<file path="config.mk">
export PLATFORM = sky130hd
export DESIGN_NAME = gpib_service_request_status
export DESIGN_NICKNAME = d
export VERILOG_FILES = /design/src/srq_pkg.sv /design/src/srq_if.sv /design/src/gpib_service_request_status.sv /design/src/event_status_word.sv /design/src/srq_engine.sv
export SDC_FILE = /design/constraint.sdc
export NUM_CORES = 1
export LEC_CHECK = 0
export BUFFER_PORTS_ARGS = -buffer_cell sky130_fd_sc_hd__buf_2
export CAP_MARGIN = 0
export CORE_MARGIN = 5
export CORE_UTILIZATION = 55
export CTS_CLUSTER_DIAMETER = 150
export DETAILED_ROUTE_END_ITERATION = 10
export GPL_TIMING_DRIVEN = 0
export PLACE_DENSITY = 0.76
export SYNTH_ARGS = -nofsm -noshare
export SYNTH_HDL_FRONTEND = slang
export SYNTH_SLANG_ARGS = --single-unit
</file>
<file path="constraint.sdc">
create_clock -name core_clk -period 8.2 [get_ports core_clk]
set_input_delay 1.64 -clock core_clk [delete_from_list [all_inputs] [get_ports core_clk]]
set_output_delay 1.64 -clock core_clk [all_outputs]
set_load 0.01 [all_outputs]
</file>
<file path="src/srq_pkg.sv">
package srq_pkg;

    // ************************************************************
    // Register port geometry
    // ************************************************************
    localparam int ADDR_W = 5;
    localparam int DATA_W = 8;

    // ************************************************************
    // Register offsets
    // ************************************************************
    localparam logic [4:0] ADDR_SRE         = 5'h00;
    localparam logic [4:0] ADDR_STATUS      = 5'h01;
    localparam logic [4:0] ADDR_STD_EVENT   = 5'h02;
    localparam logic [4:0] ADDR_PROCESS     = 5'h03;
    localparam logic [4:0] ADDR_GAUGE       = 5'h04;
    localparam logic [4:0] ADDR_INSTR_ERR   = 5'h05;
    localparam logic [4:0] ADDR_STD_EN      = 5'h06;
    localparam logic [4:0] ADDR_PROCESS_EN  = 5'h07;
    localparam logic [4:0] ADDR_GAUGE_EN    = 5'h08;
    localparam logic [4:0] ADDR_INSTR_EN    = 5'h09;
    localparam logic [4:0] ADDR_INT_STATUS  = 5'h0A;
    localparam logic [4:0] ADDR_INT_MASK    = 5'h0B;
    localparam logic [1:0] ADDR_SRE_BIT_TAG = 2'h2;

    // ************************************************************
    // Status byte layout
    // ************************************************************
    localparam int STB_PROCESS = 0;
    localparam int STB_GAUGE   = 1;
    localparam int STB_INSTR   = 2;
    localparam int STB_STD     = 5;
    localparam int STB_RQS     = 6;
    localparam logic [7:0] STB_AUX_MASK     = 8'h98;
    localparam logic [7:0] SRQ_TRIGGER_MASK = 8'hBF;

    // ************************************************************
    // Event words and interrupt bits
    // ************************************************************
    localparam int WORD_STD     = 0;
    localparam int WORD_PROCESS = 1;
    localparam int WORD_GAUGE   = 2;
    localparam int WORD_INSTR   = 3;
    localparam int NUM_WORDS    = 4;
    localparam int INT_SRQ      = 0;
    localparam int INT_POLL     = 1;
    localparam int INT_W        = 2;

    // ************************************************************
    // Reset values
    // ************************************************************
    localparam logic [7:0]       SRE_RESET  = 8'h00;
    localparam logic [7:0]       EN_RESET   = 8'h00;
    localparam logic [7:0]       WORD_RESET = 8'h00;
    localparam logic [INT_W-1:0] INT_RESET  = 2'h0;

    // ************************************************************
    // Address decode
    // ************************************************************
    function automatic logic is_sre_bit(input logic [ADDR_W-1:0] addr);
        return addr[4:3] == ADDR_SRE_BIT_TAG;
    endfunction

    function automatic logic [NUM_WORDS-1:0] word_hit(input logic [ADDR_W-1:0] addr);
        logic [NUM_WORDS-1:0] hit;
        hit               = '0;
        hit[WORD_STD]     = addr == ADDR_STD_EVENT;
        hit[WORD_PROCESS] = addr == ADDR_PROCESS;
        hit[WORD_GAUGE]   = addr == ADDR_GAUGE;
        hit[WORD_INSTR]   = addr == ADDR_INSTR_ERR;
        return hit;
    endfunction

endpackage

</file>
<file path="src/srq_if.sv">
`timescale 1ns/1ps
interface srq_if;
    logic [7:0] status_byte;
    logic [7:0] enable;
    logic       poll;
    logic       srq;
    logic       fire;

    modport engine (
        input  status_byte,
        input  enable,
        input  poll,
        output srq,
        output fire
    );

    modport owner (
        output status_byte,
        output enable,
        output poll,
        input  srq,
        input  fire
    );
endinterface

</file>
<file path="src/gpib_service_request_status.sv">
`timescale 1ns/1ps
module gpib_service_request_status
    import srq_pkg::*;
(
    // Clock, reset and enable
    input  wire logic              core_clk,
    input  wire logic              reset_n,
    input  wire logic              clk_en,
    // Register port
    input  wire logic [ADDR_W-1:0] reg_addr,
    input  wire logic [DATA_W-1:0] reg_wdata,
    input  wire logic              reg_write,
    input  wire logic              reg_read,
    output logic      [DATA_W-1:0] reg_rdata,
    // Event sources
    input  wire logic [7:0]        std_event,
    input  wire logic [7:0]        process_event,
    input  wire logic [7:0]        gauge_event,
    input  wire logic [7:0]        instr_error_event,
    input  wire logic [7:0]        status_aux,
    // Bus interface side
    input  wire logic              serial_poll,
    output logic      [7:0]        poll_status,
    output logic                   srq,
    // Interrupt
    output logic                   irq
);

    // ************************************************************
    // Reset release
    // ************************************************************
    logic [1:0] reset_pipe;
    logic       rst_n;

    always_ff @(posedge core_clk or negedge reset_n) begin
        if (!reset_n) begin
            reset_pipe <= 2'h0;
        end else begin
            reset_pipe <= {reset_pipe[0], 1'b1};
        end
    end

    assign rst_n = reset_pipe[1];

    // ************************************************************
    // State
    // ************************************************************
    typedef struct packed {
        logic [7:0]       sre;
        logic [7:0]       std_en;
        logic [7:0]       process_en;
        logic [7:0]       gauge_en;
        logic [7:0]       instr_en;
        logic [INT_W-1:0] int_status;
        logic [INT_W-1:0] int_mask;
        logic [7:0]       rdata;
        logic [7:0]       poll_status;
        logic             srq;
        logic             irq;
    } state_type;

    state_type state;
    state_type next_state;

    // ************************************************************
    // Event status words
    // ************************************************************
    logic [NUM_WORDS-1:0][7:0] word_set;
    logic [NUM_WORDS-1:0][7:0] word_en;
    logic [NUM_WORDS-1:0][7:0] word_val;
    logic [NUM_WORDS-1:0]      word_sum;
    logic [NUM_WORDS-1:0]      read_clear;

    assign word_set[WORD_STD]     = std_event;
    assign word_set[WORD_PROCESS] = process_event;
    assign word_set[WORD_GAUGE]   = gauge_event;
    assign word_set[WORD_INSTR]   = instr_error_event;
    assign word_en[WORD_STD]      = state.std_en;
    assign word_en[WORD_PROCESS]  = state.process_en;
    assign word_en[WORD_GAUGE]    = state.gauge_en;
    assign word_en[WORD_INSTR]    = state.instr_en;

    // Reading a word is what clears it.
    assign read_clear = reg_read ? word_hit(reg_addr) : '0;

    for (genvar w = 0; w < NUM_WORDS; w++) begin : g_word
        event_status_word u_word (
            .core_clk   (core_clk),
            .rst_n      (rst_n),
            .clk_en     (clk_en),
            .set_pulse  (word_set[w]),
            .enable     (word_en[w]),
            .read_clear (read_clear[w]),
            .word       (word_val[w]),
            .summary    (word_sum[w])
        );
    end

    // ************************************************************
    // Status byte and request engine
    // ************************************************************
    srq_if      link ();
    logic [7:0] status_byte;

    always_comb begin
        status_byte              = status_aux & STB_AUX_MASK;
        status_byte[STB_PROCESS] = word_sum[WORD_PROCESS];
        status_byte[STB_GAUGE]   = word_sum[WORD_GAUGE];
        status_byte[STB_INSTR]   = word_sum[WORD_INSTR];
        status_byte[STB_STD]     = word_sum[WORD_STD];
        status_byte[STB_RQS]     = link.srq;
    end

    assign link.status_byte = status_byte;
    assign link.enable      = state.sre;
    assign link.poll        = serial_poll;

    srq_engine u_engine (
        .core_clk (core_clk),
        .rst_n    (rst_n),
        .clk_en   (clk_en),
        .link     (link)
    );

    // ************************************************************
    // Register port and interrupt
    // ************************************************************
    logic             wr_hit;
    logic [INT_W-1:0] int_event;

    always_comb begin
        next_state = state;
        wr_hit     = reg_write;
        int_event  = '0;
        int_event[INT_SRQ]  = link.fire;
        int_event[INT_POLL] = serial_poll;

        // Writes.
        if (wr_hit) begin
            if (is_sre_bit(reg_addr)) begin
                next_state.sre[reg_addr[2:0]] = reg_wdata[0];
            end else begin
                case (reg_addr)
                    ADDR_SRE: begin
                        next_state.sre = reg_wdata;
                    end
                    ADDR_STD_EN: begin
                        next_state.std_en = reg_wdata;
                    end
                    ADDR_PROCESS_EN: begin
                        next_state.process_en = reg_wdata;
                    end
                    ADDR_GAUGE_EN: begin
                        next_state.gauge_en = reg_wdata;
                    end
                    ADDR_INSTR_EN: begin
                        next_state.instr_en = reg_wdata;
                    end
                    ADDR_INT_STATUS: begin
                        next_state.int_status = state.int_status & ~reg_wdata[INT_W-1:0];
                    end
                    ADDR_INT_MASK: begin
                        next_state.int_mask = reg_wdata[INT_W-1:0];
                    end
                    default: begin
                        next_state.int_mask = state.int_mask;
                    end
                endcase
            end
        end

        // An event in the clearing cycle still sets its bit.
        next_state.int_status = next_state.int_status | int_event;

        // Reads answer in the following cycle only; unmapped reads give zero.
        next_state.rdata = '0;
        if (reg_read) begin
            if (is_sre_bit(reg_addr)) begin
                next_state.rdata = {7'h00, state.sre[reg_addr[2:0]]};
            end else begin
                case (reg_addr)
                    ADDR_SRE: begin
                        next_state.rdata = state.sre;
                    end
                    ADDR_STATUS: begin
                        next_state.rdata = status_byte;
                    end
                    ADDR_STD_EVENT: begin
                        next_state.rdata = word_val[WORD_STD];
                    end
                    ADDR_PROCESS: begin
                        next_state.rdata = word_val[WORD_PROCESS];
                    end
                    ADDR_GAUGE: begin
                        next_state.rdata = word_val[WORD_GAUGE];
                    end
                    ADDR_INSTR_ERR: begin
                        next_state.rdata = word_val[WORD_INSTR];
                    end
                    ADDR_STD_EN: begin
                        next_state.rdata = state.std_en;
                    end
                    ADDR_PROCESS_EN: begin
                        next_state.rdata = state.process_en;
                    end
                    ADDR_GAUGE_EN: begin
                        next_state.rdata = state.gauge_en;
                    end
                    ADDR_INSTR_EN: begin
                        next_state.rdata = state.instr_en;
                    end
                    ADDR_INT_STATUS: begin
                        next_state.rdata = {6'h00, state.int_status};
                    end
                    ADDR_INT_MASK: begin
                        next_state.rdata = {6'h00, state.int_mask};
                    end
                    default: begin
                        next_state.rdata = '0;
                    end
                endcase
            end
        end

        // Outputs are re-registered so the top drives only from flops.
        // This costs one cycle of lag on the request pin against the engine.
        next_state.srq         = link.srq;
        next_state.poll_status = status_byte;
        next_state.irq         = |(next_state.int_status & state.int_mask);
    end

    always_ff @(posedge core_clk or negedge rst_n) begin
        if (!rst_n) begin
            state.sre         <= SRE_RESET;
            state.std_en      <= EN_RESET;
            state.process_en  <= EN_RESET;
            state.gauge_en    <= EN_RESET;
            state.instr_en    <= EN_RESET;
            state.int_status  <= INT_RESET;
            state.int_mask    <= INT_RESET;
            state.rdata       <= 8'h00;
            state.poll_status <= 8'h00;
            state.srq         <= 1'b0;
            state.irq         <= 1'b0;
        end else if (clk_en) begin
            state <= next_state;
        end
    end

    assign reg_rdata   = state.rdata;
    assign poll_status = state.poll_status;
    assign srq         = state.srq;
    assign irq         = state.irq;

endmodule

</file>
<file path="src/event_status_word.sv">
`timescale 1ns/1ps
module event_status_word
    import srq_pkg::*;
(
    // Clock and reset
    input  wire logic       core_clk,
    input  wire logic       rst_n,
    input  wire logic       clk_en,
    // Event side
    input  wire logic [7:0] set_pulse,
    input  wire logic [7:0] enable,
    input  wire logic       read_clear,
    output logic      [7:0] word,
    output logic            summary
);

    typedef struct packed {
        logic [7:0] word;
    } state_type;

    state_type state;
    state_type next_state;

    // Read clears the word, but an event in the same cycle still lands.
    always_comb begin
        next_state = state;
        if (read_clear) begin
            next_state.word = '0;
        end
        next_state.word = next_state.word | set_pulse;
    end

    always_ff @(posedge core_clk or negedge rst_n) begin
        if (!rst_n) begin
            state.word <= WORD_RESET;
        end else if (clk_en) begin
            state <= next_state;
        end
    end

    assign word    = state.word;
    assign summary = |(state.word & enable);

endmodule

</file>
<file path="src/srq_engine.sv">
`timescale 1ns/1ps
module srq_engine
    import srq_pkg::*;
(
    // Clock and reset
    input  wire logic core_clk,
    input  wire logic rst_n,
    input  wire logic clk_en,
    // Status byte and request
    srq_if.engine     link
);

    typedef struct packed {
        logic [7:0] spent;
        logic       srq;
    } state_type;

    state_type  state;
    state_type  next_state;
    logic [7:0] fresh;

    // A bit that has already raised a request stays spent until it drops.
    // The request bit itself is kept out so the request cannot feed itself.
    always_comb begin
        fresh      = link.status_byte & link.enable & SRQ_TRIGGER_MASK & ~state.spent;
        next_state = state;
        next_state.spent = (state.spent | fresh) & link.status_byte;
        if (link.poll) begin
            next_state.srq = 1'b0;
        end
        if (|fresh) begin
            next_state.srq = 1'b1;
        end
    end

    always_ff @(posedge core_clk or negedge rst_n) begin
        if (!rst_n) begin
            state <= '0;
        end else if (clk_en) begin
            state <= next_state;
        end
    end

    assign link.srq  = state.srq;
    assign link.fire = |fresh & clk_en;

endmodule

</file>
* Word level (Yosys, flattened, before mapping) *
Cells that the tools add are included.

word-level totals
  bits in registers = 105
  input port bits = 59
  output and inout port bits = 18
  word-level logic and storage cells = 89

operators by class
  $lt $le $gt $ge = 2
  equal/unequal tests = 12
  mux-type cells = 21
  bitwise operators = 19
  reduce and logical (&&, ||, !) cells = 17

operators with widths
  kind                                                                                 count
  8-bit one-hot mux with 12 select lines                                               1
  8-bit 2-to-1 mux                                                                     8
  8-bit bitwise AND                                                                    7
  8-bit OR                                                                             5
  8-bit OR reduction                                                                   5
  5-bit by 3-bit == test with 1-bit output, second input constant                      4
  5-bit by 4-bit == test with 1-bit output, second input constant                      4
  4-bit AND reduction                                                                  5
  4-bit 2-to-1 mux                                                                     3
  5-bit by 2-bit == test with 1-bit output, second input constant                      2
  8-bit bitwise mux                                                                    1
  8-bit NOT                                                                            1
  5-bit by 1-bit == test with 1-bit output, second input constant                      1
  5-bit zero test                                                                      1
  2-bit bitwise AND                                                                    2
  3-bit by 4-bit less-than comparator with 1-bit output, second input constant         1
  1-bit 2-to-1 mux                                                                     4
  2-bit 2-to-1 mux                                                                     2
  2-bit nonzero test                                                                   2
  1-bit binary-select mux with 3-bit select                                            1
  1-bit demux with 3-bit select                                                        1
  3-bit by 1-bit greater-or-equal comparator with 1-bit output, second input constant  1
  3-bit AND reduction                                                                  1
  2-bit == test, second input constant                                                 1
  other kinds (7)                                                                      7

* Depth between registers and ports, before layout *
Gate-level depths: netlist of run 1.

  depth in word-level cells = 9
  gate-level depth with buffers = 8
  gate-level depth less buffers = 5

* Cells and area by module *
From an unflattened synthesis of run 1, not the netlist that was laid out.

second synthesis, totals
  cells, all modules = 471
  area, all modules = 5,286.3 sq um

by module, submodules not included
  module                       instances  cells an instance  area an instance (sq um)  seq. area each (sq um)
  gpib_service_request_status  1          335                3,564.7                   1,576.5
  event_status_word            4          23                 329.1                     200.2
  srq_engine                   1          44                 405.4                     200.2

* Least setup slack after synthesis of run 1 *
Ideal clock, no wire load.

  path kind = input to register
  start = in reg_addr[3]
  end = reg state[30] in the netlist's numbering
  setup time = 0.125 ns
  arrival time = 2.922 ns
  required time = 8.075 ns
  slack = 5.153 ns
  stages on the path = 6
  cell sequence = buf_2 -> nor2b_1 -> and2_1 -> nor2b_1 -> buf_2 -> mux2_2

between the ends
  word-level cells in the longest chain between the ends = 3
  elaborated cells between the ends (all ways) = 4
  those cells by class = eq/ne (2); bitwise (1); reduce/logical (1)

RTL lines
  element                                 line                                source
  from (decl)                             gpib_service_request_status.sv:10   input wire logic [ADDR_W-1:0] reg_addr,
  2-bit == test                           srq_pkg.sv:61                       return addr[4:3] == ADDR_SRE_BIT_TAG;
  1-bit NOT (no source line)              n/a
  4-bit AND reduction (no source line) *  n/a
  to (signal assigned)                    gpib_service_request_status.sv:246  state <= next_state;
  to (decl)                               gpib_service_request_status.sv:62   state_type state;

Every way passes the cells marked *; elsewhere a longest branch is shown, timed or not.
A chain may end at the register's enable or synchronous reset.

* Worst setup path after layout of run 1 *
  start = in clk_en
  end = reg state[49] in the netlist's numbering

between the ends
  word-level cells in the longest chain between the ends = 1

RTL lines
  element                               line                              source
  from (decl)                           gpib_service_request_status.sv:8  input wire logic clk_en,
  4-bit AND reduction (no source line)  n/a

No other way between the ends.

==> results of run 1 <==
==> Yosys cell counts, drive strengths merged <==
cell	count	area share, %
nor4b	1	0.29
and4	5	0.85
nand2b	4	0.48
nand4	10	1.2
o221ai	1	0.17
nor3b	6	0.97
o2111ai	2	0.34
a31oi	1	0.12
o21ai	7	0.68
o2bb2ai	11	1.9
mux2	42	9.7
and3	4	0.48
nor3	4	0.39
a2bb2oi	1	0.17
mux4	2	0.87
nand3b	3	0.44
o32ai	1	0.17
nand2	23	1.7
a22oi	16	2.3
conb	1	0.073
nor2	13	0.99
inv	5	0.36
nor4	7	0.85
a222oi	2	0.39
and2	7	0.90
a32o	4	0.77
o211a	2	0.39
a21oi	29	2.8
o22ai	4	0.48
a2111oi	1	0.17
a22o	46	7.8
nand3	42	4.1
clkbuf	13	0.94
dfrtp	103	50
nor2b	8	1.1
and3b	1	0.17
buf	36	4.7
==> per-layer routing <==
layer / track usage (%) / wire length [um]
met5: 0 / 0
met4: 11.5 / 565
met3: 5.54 / 1220
met2: 45.5 / 7620
met1: 43.3 / 7200
==> where the power goes <==
| group | internal [mW] | switching (mW) |
|---|---|---|
| combinational | 0.106 | 0.118 |
| sequential | 0.566 | 0.0603 |
| clock | 0.149 | 0.199 |
==> logic make-up after synthesis <==
logic type,share of synthesized area (%)
simple gates,14.9
compound gates,18.6
flops,49.8
buf+inv,6.00
mux,10.6
other cells,0.0725
==> layout make-up <==
class	count	area [sq um]
clock inverters	7	88.8
repair buffers	67	358
flip-flops and latches	103	2580
plain buffers	49	292
inverters	5	18.8
multi-input cells	311	2280
fillers	780	3310
clock buffers	9	124
well taps	111	139
==> state kept, by name, summed over array words and instances (netlist names) <==
name and count:
g_word.u_word.word 32, state 36, u_engine.state 7, irq 1
poll_status 8, link.enable 8, u_engine.link.srq 1, reset_pipe 2
reg_rdata 8
==> metrics by stage <==
step	power (mW)	setup slack (ns)
after CTS	1.20	4.91
after detailed placement	0.855	4.50
after global placement	0.845	4.21
after global routing	1.25	4.78
after floorplan	0.758	5.12
final	1.20	4.85
==> final timing paths <==
kind                                                        end  slack (ns)  cells after the start
hold / removal             g_word[3].u_word.word[7]$_DFFE_PN0P_        0.32                      0
max in group asynchronous               reset_pipe[1]$_DFF_PN0_        7.07                      1
min in group core_clk                   reset_pipe[1]$_DFF_PN0_        0.39                      0
hold reg to reg            g_word[3].u_word.word[7]$_DFFE_PN0P_        0.32                      0
setup / recovery                          state[49]$_DFFE_PN0P_        4.85                      4
setup reg to reg                       reg_rdata[0]$_DFFE_PN0P_        6.41                      5
==> impl_metrics.tcl, run 1 <==
set metrics [dict create \
    outcome "complete, no violations" \
    cts_sinks 103 \
    ios 77 \
    ys_ff_latch 103 \
    cts.hold.buffers_added 0 \
    cp_slowest_stage_delay_ns 0.57 \
    fin_nets 605 \
    post-route-cell-area_sq_um 5880 \
    drc 0 \
    fin_crit_ns 3.35 \
    yosysSeqAreaShare_pct 49.8 \
    syn_area_sq_um 5170 \
    critPathLaunch "clk_en" \
    cts_tree "built" \
    critPathMaxFanout 10 \
    power_density_nw_per_um2 204 \
    drive_gt1_share_pct 30.3 \
    setup_tns_ns 0 \
    vias 4410 \
    clkLatencyLatePin_ns 0.39 \
    post-route-util_pct 64.0 \
    end_kind "register" \
    routedWlPerCell_um 25.1 \
    n_antenna_cell 0 \
    crit_slowest_cell "nand3_1" \
    rows 35 \
    cp_top_family "simple AND/OR/NAND/NOR gates" \
    worstPathArrival_ns 3.63 \
    place_inst 646 \
    synth_cell_types 46 \
    grt-ovfl-total 0 \
    ir_drop_v 0.0000984 \
    worstPathCellList "clkbuf_1 > nand3_1 > nor2_2 > mux2_2" \
    slew_headroom_pct 55.3 \
    routabilityCongestion 0.948 \
    rr_startpoint "g_word[1].u_word.word[0]$_DFFE_PN0P_" \
    layout_commonest_cell "dfrtp_1" \
    dr.pass1.iters 5 \
    instances_no_fill 662 \
    hold_viol 0 \
    grt_pass1_wl_mm 25.7 \
    first_global_vias 4292 \
    max_clock_freq_ghz 0.298 \
    post_cts.repair.setup_buffers 0 \
    grt_max_degree 63 \
    dpl_cell_area_sq_um 5670 \
    die_w_um 107 \
    dp_hpwl_mm 12.4 \
    grt_use_total_pct 30.1 \
    finalCritPeriodShare_pct 40.9 \
    setup_viol 0 \
    rsz0062_at_grt "false" \
    dieArea_sq_um 11400 \
    max_cap_violations 0 \
    htreeDepth 3 \
    syn-num-nets 527 \
    critPathRequiredTime_ns 8.48 \
    min_path_type "reg2async" \
    port_buffers 66 \
    area_growth_syn_to_layout_pct 13.8 \
    most-common-layout-cells "102 x dfrtp_1, 80 x buf_2, 46 x a22o_1, 42 x nand3_1, 34 x mux2_2" \
    slew_viol_final 0 \
    fin_skew_ns 0.0185 \
    yosysWarnings 0 \
    worst_hold_slack_ns 0.317 \
    ctsRootBufferMaster "clkbuf_8" \
    worstMarginPinSlew_ns 0.671 \
    cp-start-kind "input port" \
    crit_buf_inv 1 \
    cts_buffers 9 \
    initial_core_util_pct 56.2 \
    die_h_um 107 \
    p_leak_nw 2.65 \
    syn_avg_cell_area_sq_um 11.0 \
    syn_inst 468 \
    worstSetupPathType "in2reg" \
    ctsResizeCount 0 \
    drt_iter0_drc 471 \
    drt-total-wl_mm 16.6 \
    core_sq_um 9200 \
    clk_pin_slew_worst_paths_ns 0.12 \
    ant_nets 0 \
    cts_buffer_depth 2 \
    viasPerCell 6.66 \
    antenna_found_initial 0 \
]
Power figures use the tool's default switching activity.
==> run 2: changes to the inputs <==
- ABC_AREA: not set -> 1
- clock period: 8.2 -> 3.2 ns (I/O delays scaled with it)
==> impl_metrics.tcl, run 2 <==
set metrics [dict create \
    synthArstFlopShare_pct 100 \
    dp_hpwl_mm 11.9 \
    dpl_cell_area_sq_um 5780 \
    grt_pass1_wl_mm 24.6 \
    clkLatencyLatePin_ns 0.38 \
    slew_viol_final 0 \
    cts_sinks 103 \
    max_cap_violations 0 \
    viasPerCell 5.35 \
    finalCritPeriodShare_pct 63.6 \
    critPathMaxFanout 8 \
    critPathRequiredTime_ns 3.52 \
    cts_tree "built" \
    top_regs "state x36, g_word.u_word.word x32" \
    drive_gt1_share_pct 17.3 \
    layout_commonest_cell "nand2_1" \
    n_antenna_cell 0 \
    fin_crit_ns 2.04 \
    most-common-layout-cells "230 x nand2_1, 102 x dfrtp_1, 83 x inv_1, 76 x o21ai_0, 74 x buf_2" \
    multiInputGateArea_sq_um 2140 \
    drt-total-wl_mm 15.5 \
    vias 4833 \
    post-route-cell-area_sq_um 6000 \
    yosysSeqAreaShare_pct 49.1 \
    p_leak_nw 3.15 \
    cp_slowest_stage_delay_ns 0.56 \
    die_h_um 108 \
    dieArea_sq_um 11600 \
    worstPathCellList "buf_2 > inv_1 > nor2_2 > nand2_1 > nor3_2 > nand2_1 > o21ai_0 > nor2_1 > nand4_1 > nand2_1 > nand2_1" \
    worst_hold_slack_ns 0.0205 \
    drc 0 \
    grt_use_total_pct 28.0 \
    htreeDepth 3 \
    syn-num-nets 749 \
    ir_drop_v 0.000349 \
    rows 35 \
    worstSetupPathType "in2reg" \
    syn_area_sq_um 5250 \
    syn_inst 690 \
    largest_reg_flops 36 \
    grt-ovfl-total 0 \
    clk_pin_slew_worst_paths_ns 0.10 \
    cts.hold.buffers_added 0 \
    synth_edf_count 0 \
    crit_top_cell "nand2_1" \
    cts_buffer_depth 2 \
    syn_avg_cell_area_sq_um 7.60 \
    synth_ff_type "dfrtp_1" \
    power_density_nw_per_um2 513 \
    ctsRootBufferMaster "clkbuf_8" \
    synth_cell_types 33 \
    ctsResizeCount 0 \
    yosysWarnings 0 \
    fin_skew_ns 0.00696 \
    initial_core_util_pct 56.5 \
    ant_nets 0 \
    yosys-top-cells-area "dfrtp_1 49%, nand2_1 16%, o21ai_0 7.3%" \
    grt_max_degree 72 \
    cts_buffers 9 \
    core_sq_um 9280 \
    crit_slowest_cell "nor3_2" \
    worstPathArrival_ns 2.35 \
    port_buffers 68 \
    synth_most_common_cell "nand2_1" \
    worstMarginPinSlew_ns 1.11 \
    synth_largest_area_cell "dfrtp_1" \
    regMostFlops "state" \
    fill_cells 877 \
    slew_headroom_pct 25.9 \
    routabilityCongestion 0.950 \
    fin_nets 829 \
    die_w_um 108 \
    area_growth_syn_to_layout_pct 14.4 \
    yosys-top-cells-count "230 x nand2_1, 103 x dfrtp_1, 83 x inv_1" \
    rsz0062_at_grt "false" \
    synth_top_area_share_pct 49.1 \
    seqCellArea_sq_um 2580 \
    end_kind "register" \
    power.total_mw 3.08 \
    outcome "complete, no violations" \
    routedWlPerCell_um 17.2 \
    cp-start-kind "input port" \
    ios 77 \
    max_clock_freq_ghz 0.491 \
    post_cts.repair.setup_buffers 0 \
    dr.pass1.iters 5 \
    antenna_found_initial 0 \
    min_path_type "in2async" \
    drt_iter0_drc 294 \
    setup_viol 0 \
    hold_viol 0 \
    first_global_vias 4598 \
    ys_ff_latch 103 \
]
==> run 2: cell types whose count changed in the layout (fill, tap and decap cells not counted), moves of 18 or more <==
cell     delta
a22o_1     -46
inv_1      +78
mux2_2     -34
nand2_1   +207
nand3_1    -29
nor2_1     +39
o21ai_0    +70
o22ai_1    +18
==> run 2: cell families after synthesis <==
| family | Yosys count | synth area share, % |
|---|---|---|
| flip-flops | 103 | 49.1 |
| buffers and inverters | 118 | 10.0 |
| AO/OA/AOI/OAI | 148 | 15.4 |
| other | 1 | 0.0715 |
| AND/OR/NAND/NOR | 320 | 25.4 |
==> run 2: critical path, delay by kind of cell <==
kind	cells	cell delay, ns
AND/OR/NAND/NOR	8	1.29
AO/OA/AOI/OAI	1	0.18
buffers and inverters	2	0.23
==> run 2: worst paths after layout <==
path / end / cells after the start / slack (ns) / startpoint
setup reg to reg: irq$_DFFE_PN0P_ / 12 / 1.65 / state[42]$_DFFE_PN0P_
min in group core_clk: reset_pipe[1]$_DFF_PN0_ / 0 / 0.38 / reset_pipe[0]$_DFF_PN0_
hold reg to reg: irq$_DFFE_PN0P_ / 0 / 0.27 / reset_pipe[1]$_DFF_PN0_
hold / removal: reset_pipe[1]$_DFF_PN0_ / 1 / 0.02 / reset_n
max in group asynchronous: link.enable[0]$_DFFE_PN0P_ / 1 / 2.22 / reset_pipe[1]$_DFF_PN0_
setup / recovery: reg_rdata[3]$_DFFE_PN0P_ / 11 / 1.16 / reg_addr[0]
==> run 2: area by class of cell <==
| class | instances | share of cell area [%] |
|---|---|---|
| Buffer | 32 | 3.38 |
| Timing Repair Buffer | 69 | 6.13 |
| Sequential cell | 103 | 43.0 |
| Tap cell | 129 | 2.69 |
| Multi-Input combinational cell | 469 | 35.7 |
| Clock buffer | 11 | 2.36 |
| Clock inverter | 5 | 1.36 |
| Inverter | 86 | 5.38 |
==> run 2: routing by layer <==
layer	part of all wire, %	wire length (um)	up-vias	global-route usage [%]
li1	-	-	2345	-
met1	45	6960	2307	39.0
met2	47	7290	165	45.4
met3	6.9	1080	16	4.92
met4	1.4	224	0	7.21
met5	0	0	-	0
==> run 2: power by group <==
group	switching, mW	leakage (nW)	internal [mW]
Sequential	0.117	1.19	1.45
Clock	0.456	0.110	0.463
Combinational	0.369	1.85	0.230
Total	0.943	3.15	2.14
==> run 2: metrics by stage <==
step                cells  setup WS (ns)  utilization (%)  setup TNS [ns]
floorplan             690          0.118                -               0
global placement      887         -0.964             61.9          -96.77
detailed placement    888          0.800             62.2               0
CTS                   904           1.19             64.6               0
global route          904           1.02             64.6               0
finish                904           1.16             64.6               0
==> run 3: changes to the inputs <==
- clock period: 3.2 -> 2 ns (I/O delays scaled with it)
==> impl_metrics.tcl, run 3 (synthesis gave the netlist of run 2 again) <==
set metrics [dict create \
    outcome "complete, no violations" \
    dpl_cell_area_sq_um 5780 \
    fin_skew_ns 0.0105 \
    most-common-layout-cells "230 x nand2_1, 102 x dfrtp_1, 83 x inv_1, 75 x o21ai_0, 74 x buf_2" \
    worstPathArrival_ns 2.12 \
    first_global_vias 4665 \
    area_growth_syn_to_layout_pct 14.2 \
    worstSetupPathType "in2reg" \
    cts_tree "built" \
    fill_cells 872 \
    reg2reg_to "reg_rdata[1]$_DFFE_PN0P_" \
    htreeDepth 3 \
    regMostFlops "state" \
    max_cap_violations 0 \
    grt-ovfl-total 0 \
    max_clock_freq_ghz 0.559 \
    setup_ws_ns 0.209 \
    end_kind "register" \
    top_regs "state x36, g_word.u_word.word x32" \
    cts_buffer_depth 2 \
    hp-start "gauge_event[6]" \
    die_w_um 108 \
    finalCritPeriodShare_pct 89.5 \
    critPathMaxFanout 6 \
    drc 0 \
    rr_startpoint "state[37]$_DFFE_PN0P_" \
    cts_sinks 103 \
    post-route-cell-area_sq_um 5990 \
    grt_use_total_pct 28.3 \
    slew_viol_final 0 \
    post-route-util_pct 64.5 \
    port_buffers 68 \
    antenna_found_initial 0 \
    fin_nets 830 \
    layout_commonest_cell "nand2_1" \
    min_path_type "in2reg" \
    rsz0062_at_grt "false" \
    grt_max_degree 59 \
    worst_hold_slack_ns 0.213 \
    rows 35 \
    die_h_um 108 \
    vias 4820 \
    slew_headroom_pct 28.7 \
    ant_nets 0 \
    drt-total-wl_mm 15.6 \
    initial_core_util_pct 56.5 \
    worstMarginPinSlew_ns 1.06 \
    power_density_nw_per_um2 802 \
    hold_end "g_word[2].u_word.word[6]$_DFFE_PN0P_" \
    core_sq_um 9280 \
    r2r_slack_ns 0.44 \
    clkLatencyLatePin_ns 0.39 \
    ctsRootBufferMaster "clkbuf_8" \
    cts_buffers 9 \
    post_cts.repair.setup_buffers 0 \
    dr.pass1.iters 7 \
    fin_crit_ns 1.79 \
    place_worst_setup_slack_ns -0.197 \
    reg2reg_depth 8 \
    ir_drop_v 0.000485 \
    ios 77 \
    cp-start-kind "input port" \
    routabilityCongestion 0.946 \
    hold_depth 3 \
    drive_gt1_share_pct 17.4 \
    dp_hpwl_mm 12.1 \
    setup_viol 0 \
    largest_reg_flops 36 \
    critPathRequiredTime_ns 2.33 \
    drt_iter0_drc 380 \
    clk_pin_slew_worst_paths_ns 0.11 \
    grt_pass1_wl_mm 24.8 \
    routedWlPerCell_um 17.3 \
    viasPerCell 5.33 \
    p_leak_nw 3.15 \
    dieArea_sq_um 11600 \
    hold_viol 0 \
    n_antenna_cell 0 \
]
[run 3: cell count changes in the layout (fill, tap and decap cells not counted), sizes merged]
cell,previous run,this run
clkinvlp,1,0
inv,86,90
bufinv,2,0
clkinv,2,1
dlygate4sd3,0,1
[run 3: critical path, stage by stage]
cell and delay (ns):
buf_2 0.15, nor2_1 0.35, nand2_1 0.09, inv_1 0.15, nand2_1 0.17, o21ai_0 0.34
nor2_1 0.15, nand4_1 0.17, nand2_1 0.07, nand2_1 0.09
[run 3: area by class of cell]
class	count	area, sq um	share of cell area [%]
Multi-Input combinational cell	469	2150	35.9
Clock inverter	5	46.3	0.773
Clock buffer	11	151	2.53
Timing Repair Buffer	70	378	6.31
Inverter	86	323	5.39
Sequential cell	103	2580	43.1
Buffer	32	203	3.38
Tap cell	129	161	2.69
[run 3: report_power, final]
group | leakage, nW | total, mW | switching [mW] | internal (mW)
Clock | 0.103 | 1.34 | 0.796 | 0.547
Combinational | 1.86 | 0.955 | 0.586 | 0.369
Sequential | 1.19 | 2.51 | 0.193 | 2.31
[run 3: worst max path at each step]
| stage | from | to | cells past startpoint |
|---|---|---|---|
| global placement | reset_pipe[1]$_DFF_PN0_ | g_word[1].u_word.word[4]$_DFFE_PN0P_ | 0 |
| detailed placement | clk_en | reg_rdata[1]$_DFFE_PN0P_ | 5 |
| CTS | clk_en | reg_rdata[1]$_DFFE_PN0P_ | 5 |
| finish | reg_addr[1] | reg_rdata[3]$_DFFE_PN0P_ | 10 |
| floorplan | reset_pipe[1]$_DFF_PN0_ | g_word[0].u_word.word[0]$_DFFE_PN0P_ | 0 |
| global route | clk_en | reg_rdata[1]$_DFFE_PN0P_ | 5 |
[run 3: metrics by stage]
step,TNS (ns),cells,power [mW]
finish,0,905,4.80
global route,0,905,5.04
CTS,0,905,4.80
detailed placement,-0.862,888,3.49
global placement,-32.00,887,3.44
floorplan,0,690,3.11
[run 3: timing repair]
item | in CTS | in global routing
resized for setup | 0 | 2
endpoints found under the hold margin | 2 | 0
setup endpoints to repair | 0 | 1
hold buffers | 1 | 0
[run 3: layer usage]
metal,GRT usage (%),wire length [um],vias up
li1,-,-,2363
met1,39.1,7060,2254
met2,43.9,7040,175
met3,6.90,1130,28
met5,0,0,-
met4,9.38,393,0
